`config.mk`:
```
export PLATFORM = sky130hd
export DESIGN_NAME = speed_cmd_select
export DESIGN_NICKNAME = d
export VERILOG_FILES = /design/src/speed_cmd_pkg.sv /design/src/ramp_dda.sv /design/src/speed_cmd_select.sv
export SDC_FILE = /design/constraint.sdc
export NUM_CORES = 2
export LEC_CHECK = 0
export BUFFER_PORTS_ARGS = -buffer_cell sky130_fd_sc_hd__buf_2
export CORE_UTILIZATION = 55
export DETAILED_ROUTE_END_ITERATION = 6
export PLACE_DENSITY = 0.83
export SYNTH_ARGS = -nofsm -noshare
export SYNTH_HDL_FRONTEND = slang
export SYNTH_SLANG_ARGS = --single-unit
```
`constraint.sdc`:
```
create_clock -name clk -period 31.7 [get_ports clk]
set_input_delay 3.17 -clock clk [delete_from_list [all_inputs] [get_ports clk]]
set_output_delay 3.17 -clock clk [all_outputs]
set_load 0.01 [all_outputs]
```
`src/speed_cmd_pkg.sv`:
```
// Constants, register map and carrier types for the speed command unit.
package speed_cmd_pkg;

   // Clock rate and the millisecond tick derived from it.
   localparam int unsigned CLK_HZ    = 200_000_000;
   localparam int unsigned MS_PER_S  = 1000;
   localparam logic [31:0] MS_CYCLES = 32'(CLK_HZ / MS_PER_S);

   // Parameter addresses on the communication port.
   localparam logic [15:0] ADDR_MODE      = 16'h0102;
   localparam logic [15:0] ADDR_PRESET1   = 16'h0112;
   localparam logic [15:0] ADDR_PRESET2   = 16'h0114;
   localparam logic [15:0] ADDR_PRESET3   = 16'h0116;
   localparam logic [15:0] ADDR_ACCEL     = 16'h0144;
   localparam logic [15:0] ADDR_DECEL     = 16'h0146;
   localparam logic [15:0] ADDR_ROUND     = 16'h0148;
   localparam logic [15:0] ADDR_MAXSPD    = 16'h0150;
   localparam logic [15:0] ADDR_SPEED_MON = 16'h0160;

   // Reset values.
   localparam logic [1:0]  MODE_RST   = 2'h0;
   localparam logic [31:0] PRESET_RST = 32'h00000000;
   localparam logic [15:0] ACCEL_RST  = 16'h00C8;
   localparam logic [15:0] DECEL_RST  = 16'h00C8;
   localparam logic [15:0] ROUND_RST  = 16'h0000;
   localparam logic [15:0] MAXSPD_RST = 16'h0BB8;

   // Accepted write ranges.
   localparam logic [31:0] PRESET_MIN = 32'hFFFF3CB0;
   localparam logic [31:0] PRESET_MAX = 32'h0000C350;
   localparam logic [15:0] TIME_MIN   = 16'h0001;
   localparam logic [15:0] RAMP_MAX   = 16'h4E20;
   localparam logic [15:0] ROUND_MAX  = 16'h2710;
   localparam logic [15:0] MAXSPD_MAX = 16'h2710;

   // Mode register field positions.
   localparam int unsigned MODE_ZERO_BIT   = 0;
   localparam int unsigned MODE_TORQUE_BIT = 1;

   // Speed is kept in 0.1 r/min; 3000 r/min is the span of one ramp time constant.
   localparam logic [31:0] RAMP_SPAN      = 32'h00007530;
   localparam logic [16:0] UNITS_PER_RPM  = 17'h0000A;
   localparam int unsigned ANALOG_FS_BITS = 15;

   typedef enum logic [1:0] {
      SRC_ANALOG,
      SRC_ZERO,
      SRC_PRESET
   } src_t;

   typedef struct packed {
      logic        wr;
      logic        rd;
      logic [15:0] addr;
      logic [31:0] wdata;
   } param_req_t;

   typedef struct packed {
      logic        valid;
      logic [31:0] rdata;
   } param_rsp_t;

   typedef struct packed {
      logic signed [31:0] speed;
      logic               limit_mode;
      logic               bypass;
   } speed_out_t;

endpackage

```
`src/ramp_dda.sv`:
```
// Rate accumulator that issues one step pulse each time inc has summed to period or more.
module ramp_dda import speed_cmd_pkg::*; (
   // Clock and reset
   input  wire logic        clk,
   input  wire logic        rst,
   // Rate setting
   input  wire logic        run,
   input  wire logic [31:0] inc,
   input  wire logic [31:0] period,
   // Step out
   output logic             step
);

   typedef struct packed {
      logic [32:0] acc;
      logic        step;
   } dda_state_t;

   dda_state_t cur;
   dda_state_t next_cur;
   logic [32:0] sum;

   // The caller keeps inc below period, so at most one step falls in a cycle.
   always_comb begin
      next_cur = cur;
      next_cur.step = 1'b0;
      sum = cur.acc + {1'b0, inc};
      if (!run) begin
         next_cur.acc = 33'h000000000;
      end else if (sum >= {1'b0, period}) begin
         next_cur.step = 1'b1;
         next_cur.acc = sum - {1'b0, period};
      end else begin
         next_cur.acc = sum;
      end
   end

   always_ff @(posedge clk) begin
      if (rst) begin
         cur <= '0;
      end else begin
         cur <= next_cur;
      end
   end

   assign step = cur.step;

endmodule

```
`src/speed_cmd_select.sv`:
```
// Speed command source selection and S-curve smoothing for the speed loop.
module speed_cmd_select import speed_cmd_pkg::*; (
   // Clock and reset
   input  wire logic               clk,
   input  wire logic               rst,
   // Digital select inputs
   input  wire logic               speed_select_bit0,
   input  wire logic               speed_select_bit1,
   // Analog reference, signed code where 32767 stands for +10 V
   input  wire logic signed [15:0] analog_code,
   // Parameter access
   input  wire param_req_t         param_req,
   output param_rsp_t              param_rsp,
   // Smoothed command
   output speed_out_t              speed_out
);

   typedef struct packed {
      logic [1:0]         mode;
      logic [2:0][31:0]   preset;
      logic [15:0]        accel;
      logic [15:0]        decel;
      logic [15:0]        round;
      logic [15:0]        maxspd;
      logic signed [31:0] ramp;
      logic signed [31:0] smooth;
      param_rsp_t         rsp;
      speed_out_t         out;
   } cmd_state_t;

   cmd_state_t cur;
   cmd_state_t next_cur;

   logic [1:0]         sel;
   src_t               src;
   logic [16:0]        max_units;
   logic signed [33:0] analog_prod;
   logic signed [31:0] analog_speed;
   logic signed [31:0] target;
   logic               bypass;
   logic               accelerating;
   logic [31:0]        ramp_period;
   logic               ramp_run;
   logic               ramp_step;
   logic signed [31:0] round_err;
   logic [31:0]        round_inc;
   logic [31:0]        round_period;
   logic               round_run;
   logic               round_step;
   logic signed [31:0] wdata_s;

   assign sel = {speed_select_bit1, speed_select_bit0};
   assign wdata_s = $signed(param_req.wdata);

   // Source decode is combinational on the live select pins, so a change takes effect next clock.
   always_comb begin
      if (sel != 2'b00) begin
         src = SRC_PRESET;
      end else if (cur.mode[MODE_ZERO_BIT]) begin
         src = SRC_ZERO;
      end else begin
         src = SRC_ANALOG;
      end
   end

   // Full-scale code maps to the maximum analog speed.
   assign max_units = 17'(cur.maxspd * UNITS_PER_RPM);
   assign analog_prod = analog_code * $signed({1'b0, max_units});
   assign analog_speed = 32'(analog_prod >>> ANALOG_FS_BITS);

   always_comb begin
      case (src)
         SRC_PRESET: target = $signed(cur.preset[sel - 2'b01]);
         SRC_ZERO:   target = 32'sh00000000;
         default:    target = analog_speed;
      endcase
   end

   assign bypass = (src == SRC_ANALOG) && (cur.round == 16'h0000);

   // Moving away from zero uses the acceleration time, toward zero the deceleration time.
   assign accelerating = ((target > cur.ramp) && (cur.ramp >= 0)) ||
                         ((target < cur.ramp) && (cur.ramp <= 0));

   // One unit step every period/RAMP_SPAN cycles gives RAMP_SPAN units per time constant.
   assign ramp_period = accelerating ? 32'(cur.accel * MS_CYCLES)
                                     : 32'(cur.decel * MS_CYCLES);
   assign ramp_run = !bypass && (target != cur.ramp);

   ramp_dda u_ramp (
      .clk    (clk),
      .rst    (rst),
      .run    (ramp_run),
      .inc    (RAMP_SPAN),
      .period (ramp_period),
      .step   (ramp_step)
   );

   // The second stage is a first-order lag on the linear ramp: its slope is the
   // remaining error over the rounding time, which rounds both corners of the ramp.
   assign round_err = cur.ramp - cur.smooth;
   assign round_inc = round_err[31] ? 32'(-round_err) : 32'(round_err);
   assign round_period = 32'(cur.round * MS_CYCLES);
   assign round_run = !bypass && (cur.round != 16'h0000) && (round_err != 0);

   ramp_dda u_round (
      .clk    (clk),
      .rst    (rst),
      .run    (round_run),
      .inc    (round_inc),
      .period (round_period),
      .step   (round_step)
   );

   always_comb begin
      next_cur = cur;

      // Linear ramp stage.
      if (bypass) begin
         next_cur.ramp = target;
      end else if (ramp_step && (target > cur.ramp)) begin
         next_cur.ramp = cur.ramp + 32'sh00000001;
      end else if (ramp_step && (target < cur.ramp)) begin
         next_cur.ramp = cur.ramp - 32'sh00000001;
      end

      // Rounding stage.
      if (bypass) begin
         next_cur.smooth = target;
      end else if (cur.round == 16'h0000) begin
         next_cur.smooth = cur.ramp;
      end else if (round_step && (round_err > 0)) begin
         next_cur.smooth = cur.smooth + 32'sh00000001;
      end else if (round_step && (round_err < 0)) begin
         next_cur.smooth = cur.smooth - 32'sh00000001;
      end

      next_cur.out.speed = next_cur.smooth;
      next_cur.out.limit_mode = cur.mode[MODE_TORQUE_BIT];
      next_cur.out.bypass = bypass;

      // Parameter writes; out-of-range values are ignored and the old value stays, except mode, which takes wdata[1:0] of any write.
      if (param_req.wr) begin
         if (param_req.addr == ADDR_MODE) begin
            next_cur.mode = param_req.wdata[1:0];
         end else if (param_req.addr == ADDR_PRESET1) begin
            if (wdata_s >= $signed(PRESET_MIN) && wdata_s <= $signed(PRESET_MAX)) begin
               next_cur.preset[0] = param_req.wdata;
            end
         end else if (param_req.addr == ADDR_PRESET2) begin
            if (wdata_s >= $signed(PRESET_MIN) && wdata_s <= $signed(PRESET_MAX)) begin
               next_cur.preset[1] = param_req.wdata;
            end
         end else if (param_req.addr == ADDR_PRESET3) begin
            if (wdata_s >= $signed(PRESET_MIN) && wdata_s <= $signed(PRESET_MAX)) begin
               next_cur.preset[2] = param_req.wdata;
            end
         end else if (param_req.addr == ADDR_ACCEL) begin
            if (param_req.wdata[31:16] == 16'h0000 && param_req.wdata[15:0] >= TIME_MIN &&
                param_req.wdata[15:0] <= RAMP_MAX) begin
               next_cur.accel = param_req.wdata[15:0];
            end
         end else if (param_req.addr == ADDR_DECEL) begin
            if (param_req.wdata[31:16] == 16'h0000 && param_req.wdata[15:0] >= TIME_MIN &&
                param_req.wdata[15:0] <= RAMP_MAX) begin
               next_cur.decel = param_req.wdata[15:0];
            end
         end else if (param_req.addr == ADDR_ROUND) begin
            if (param_req.wdata[31:16] == 16'h0000 && param_req.wdata[15:0] <= ROUND_MAX) begin
               next_cur.round = param_req.wdata[15:0];
            end
         end else if (param_req.addr == ADDR_MAXSPD) begin
            if (param_req.wdata[31:16] == 16'h0000 && param_req.wdata[15:0] <= MAXSPD_MAX) begin
               next_cur.maxspd = param_req.wdata[15:0];
            end
         end
      end

      // Reads answer one cycle later; unmapped addresses read as zero.
      next_cur.rsp.valid = param_req.rd;
      next_cur.rsp.rdata = 32'h00000000;
      if (param_req.rd) begin
         if (param_req.addr == ADDR_MODE) begin
            next_cur.rsp.rdata = {30'h00000000, cur.mode};
         end else if (param_req.addr == ADDR_PRESET1) begin
            next_cur.rsp.rdata = cur.preset[0];
         end else if (param_req.addr == ADDR_PRESET2) begin
            next_cur.rsp.rdata = cur.preset[1];
         end else if (param_req.addr == ADDR_PRESET3) begin
            next_cur.rsp.rdata = cur.preset[2];
         end else if (param_req.addr == ADDR_ACCEL) begin
            next_cur.rsp.rdata = {16'h0000, cur.accel};
         end else if (param_req.addr == ADDR_DECEL) begin
            next_cur.rsp.rdata = {16'h0000, cur.decel};
         end else if (param_req.addr == ADDR_ROUND) begin
            next_cur.rsp.rdata = {16'h0000, cur.round};
         end else if (param_req.addr == ADDR_MAXSPD) begin
            next_cur.rsp.rdata = {16'h0000, cur.maxspd};
         end else if (param_req.addr == ADDR_SPEED_MON) begin
            next_cur.rsp.rdata = cur.out.speed;
         end
      end
   end

   always_ff @(posedge clk) begin
      if (rst) begin
         cur <= '0;
         cur.mode <= MODE_RST;
         cur.preset <= {3{PRESET_RST}};
         cur.accel <= ACCEL_RST;
         cur.decel <= DECEL_RST;
         cur.round <= ROUND_RST;
         cur.maxspd <= MAXSPD_RST;
      end else begin
         cur <= next_cur;
      end
   end

   assign param_rsp = cur.rsp;
   assign speed_out = cur.out;

endmodule

```
==> flow_metrics.py <==
metrics = {
    "status": {
        "outcome": "finished with violations",
        "violations": "design-rule violations",
    },
    "global_routing": {
        "track_usage_pct": 31.4,
        "overflow": 0,
        "grt_pass1_wl_um": 203000,
        "grt_max_degree": 73,
        "grt_pass1_vias": 37100,
        "antenna_found_initial": 7,
    },
    "pwr": {
        "leakage_nw": 22.6,
        "finalPower_mw": 4.99,
        "irDropWorstVdd_v": 0.000160,
        "power.density_nw_per_um2": 108,
    },
    "synth": {
        "syn_area_per_cell_um2": 8.39,
        "yosys.area.top_type": "ha_1",
        "yosysUniqueCellTypes": 95,
        "syn_nets": 6229,
        "ys.flop_type": "dfxtp_1",
        "yosysSeqAreaShare_pct": 15.0,
        "async_flop_share_pct": 0,
        "synth_edf_count": 0,
        "yosysTopAreaCellShare_pct": 18.5,
        "yosys-top-cells-area": "ha_1 (19%), fa_1 (15%), dfxtp_1 (15%)",
        "yosys_warnings": 0,
        "ys_ff_latch": 325,
        "synth_cells": 5183,
        "synth_area_um2": 43500,
    },
    "routing": {
        "vias": 38300,
        "drt_iter0_drc": 3805,
        "drc": 5,
        "wire_per_inst_um": 20.6,
        "firstDrtPassIters": 7,
        "antenna_left": 0,
        "totalWireLength_um": 128000,
        "routed_via_density": 6.15,
    },
    "setup_path": {
        "slowest_stage": "nor2b_4",
        "worstSetupPathType": "flip-flop to flip-flop",
        "rr_endpoint": "u_ramp.cur[33]",
        "start_kind": "flip-flop",
        "r2r_start": "cur[132]",
        "crit_fanout": 45,
        "worstSetupEndpointType": "flip-flop",
        "reg2regPathDepth": 65,
        "critPathRequiredTime_ns": 32.13,
        "rrSetupSlack_ns": 13.30,
        "arrival_ns": 18.83,
        "path_common_cell": "o21ai_0",
        "slowest_delay_ns": 0.91,
    },
    "floorplan": {
        "die-area_um2": 80200,
        "die_h_um": 283,
        "coreArea_um2": 77800,
        "start_util_pct": 55.8,
        "die_w_um": 283,
        "num_rows": 102,
        "io_pins": 137,
    },
    "place": {
        "post_dp_cell_area_um2": 44600,
        "routabilityCongestion": 1.02,
        "dp_worst_setup_slack_ns": 13.62,
        "dp_hpwl_um": 101000,
        "numPortBuffers": 136,
    },
    "finish": {
        "nets": 6197,
        "final-seq-area_um2": 6510,
        "multiInputGateArea_um2": 33400,
        "finalInstanceArea_um2": 46100,
        "drive_gt1_share_pct": 6.29,
        "fillers": 6698,
        "syn_to_final_growth_pct": 5.96,
    },
    "clocking": {
        "ctsRootBufferMaster": "clkbuf_16",
        "postCtsSetupBuffers": 0,
        "cts.hold.buffers_added": 0,
        "cts_resized": 0,
        "cts_tree": "built",
        "cts_max_path_buffers": 3,
        "clock-sinks": 325,
        "ctsHtreeMaxLevel": 2,
        "cts_made_buffers": 39,
        "clk_pin_slew_ns": 0.06,
        "insertion_delay_ns": 0.60,
    },
    "min_path": {
        "min_to": "u_ramp.cur[5]",
        "min-delay-start": "u_ramp.cur[5]",
        "whs_path_depth": 1,
        "min_path_type": "flip-flop to flip-flop",
    },
    "sta": {
        "fin_crit_sh_pct": 58.1,
        "relSlewSlack_pct": 13.7,
        "rsz0062_at_grt": "false",
        "hold_slack_ns": 0.464,
        "worst_slack_ns": 13.30,
        "clock_skew_ns": 0.0346,
        "drv_slew": 0,
        "hold_violations": 0,
        "finalSetupViolations": 0,
        "min_period_ns": 18.41,
        "tightest_slew_ns": 1.29,
        "fmax_ghz": 0.0543,
        "finalSetupTns_ns": 0,
    },
    "flow_run": {
        "drv_cap": 0,
    },
}
power by group:
part / switching [mW] / leakage [nW] / total [mW] / internal (mW)
Combinational: 2.39 / 19.3 / 3.98 / 1.60
Sequential: 0.0638 / 2.63 / 0.505 / 0.441
Clock: 0.208 / 0.702 / 0.504 / 0.296
Total: 2.66 / 22.6 / 4.99 / 2.33
Yosys cell counts (31+ instances only):
cell type / count
o21bai_1: 39
o21ai_0: 188
mux2i_1: 184
a21oi_1: 339
dfxtp_1: 325
o22ai_1: 35
a221oi_1: 37
a211oi_1: 56
inv_1: 644
nor2b_1: 55
nand2b_1: 83
ha_1: 644
and2_1: 127
nand4_1: 45
or3_1: 31
fa_1: 332
and3_1: 47
clkbuf_1: 166
a31oi_1: 45
a21o_1: 94
buf_4: 67
nand2_1: 332
nand3_1: 62
nor2_1: 410
nor3_1: 87
o21a_1: 47
xnor2_1: 185
xor2_1: 110
nor4_1: 34
cells by family (layout without fill, tap and decap cells):
kind of cell | count (synthesis) | in the layout | synth area share, %
flops | 325 | 325 | 15.0
xor+xnor | 295 | 295 | 5.94
mux | 204 | 204 | 4.75
other cells | 0 | 4 | 0
compound gates | 1090 | 1090 | 16.4
buf+inv | 896 | 894 | 8.40
fa+ha+maj | 976 | 976 | 33.8
simple gates | 1397 | 1397 | 15.7
layout by cell type (no fill, tap or decap), types with 47 or more instances in the layout:
master,instances
inv_1,644
ha_1,644
xnor2_1,185
o21ai_0,187
o21a_1,47
nor2_1,407
a211oi_1,56
a21o_1,94
nand2_1,332
nand3_1,62
fa_1,332
nor3_1,86
dfxtp_1,325
mux2i_1,184
and2_1,127
and3_1,47
buf_2,135
xor2_1,109
a21oi_1,339
nor2b_1,54
nand2b_1,83
worst max-delay path by stage:
stage / start / cells past startpoint / endpoint
2_1_floorplan: analog_code[3] / 50 / cur[130]
3_3_place_gp: cur[132] / 65 / u_ramp.cur[33]
3_5_place_dp: cur[132] / 65 / u_ramp.cur[33]
4_1_cts: cur[132] / 65 / u_ramp.cur[33]
5_1_grt: cur[132] / 65 / u_ramp.cur[12]
6_report: cur[132] / 65 / u_ramp.cur[33]
per-layer routing:
layer	vias to the layer above	part of all wire (%)	routed length (um)	track usage, %
met5	-	0.026	33	0
met4	4	4.7	5980	13.1
met3	341	9.8	12600	5.74
met2	1843	45	57300	50.0
met1	18400	41	52400	41.8
li1	17700	-	-	-
critical path: cells and delay by family, from the launching register on:
kind	cells	cell delay [ns]
AOI/OAI and AO/OA	29	6.08
xor gates and xnor gates	1	0.43
adders and majority gates	12	4.61
buffers and inverters	6	0.71
DFF	1	0.82
muxes	2	0.57
and+or+nand+nor	15	4.95
sequential cells by signal (all words and copies together), names as in the netlist:
name,cells
cur,194
speed_out,34
param_rsp,33
u_round.cur,33
u_ramp.cur,29
u_ramp.step,1
u_round.step,1
through the flow:
step | cells | util [%]
2_1_floorplan | 5183 | -
3_3_place_gp | 6150 | 57.3
3_5_place_dp | 6150 | 57.3
4_1_cts | 6221 | 59.2
5_1_grt | 6224 | 59.2
6_report | 6225 | 59.2
layout make-up:
type                       count  area share [%]
antenna                        4          0.0217
clock buffer                  51            2.43
tap                         1040            2.82
inverter                     645            5.26
timing repair buffer         178            2.18
sequential                   325            14.1
multi-input combinational   3962            72.5
clock inverter                20           0.695
Note: power is estimated with default switching activity, not from simulation.
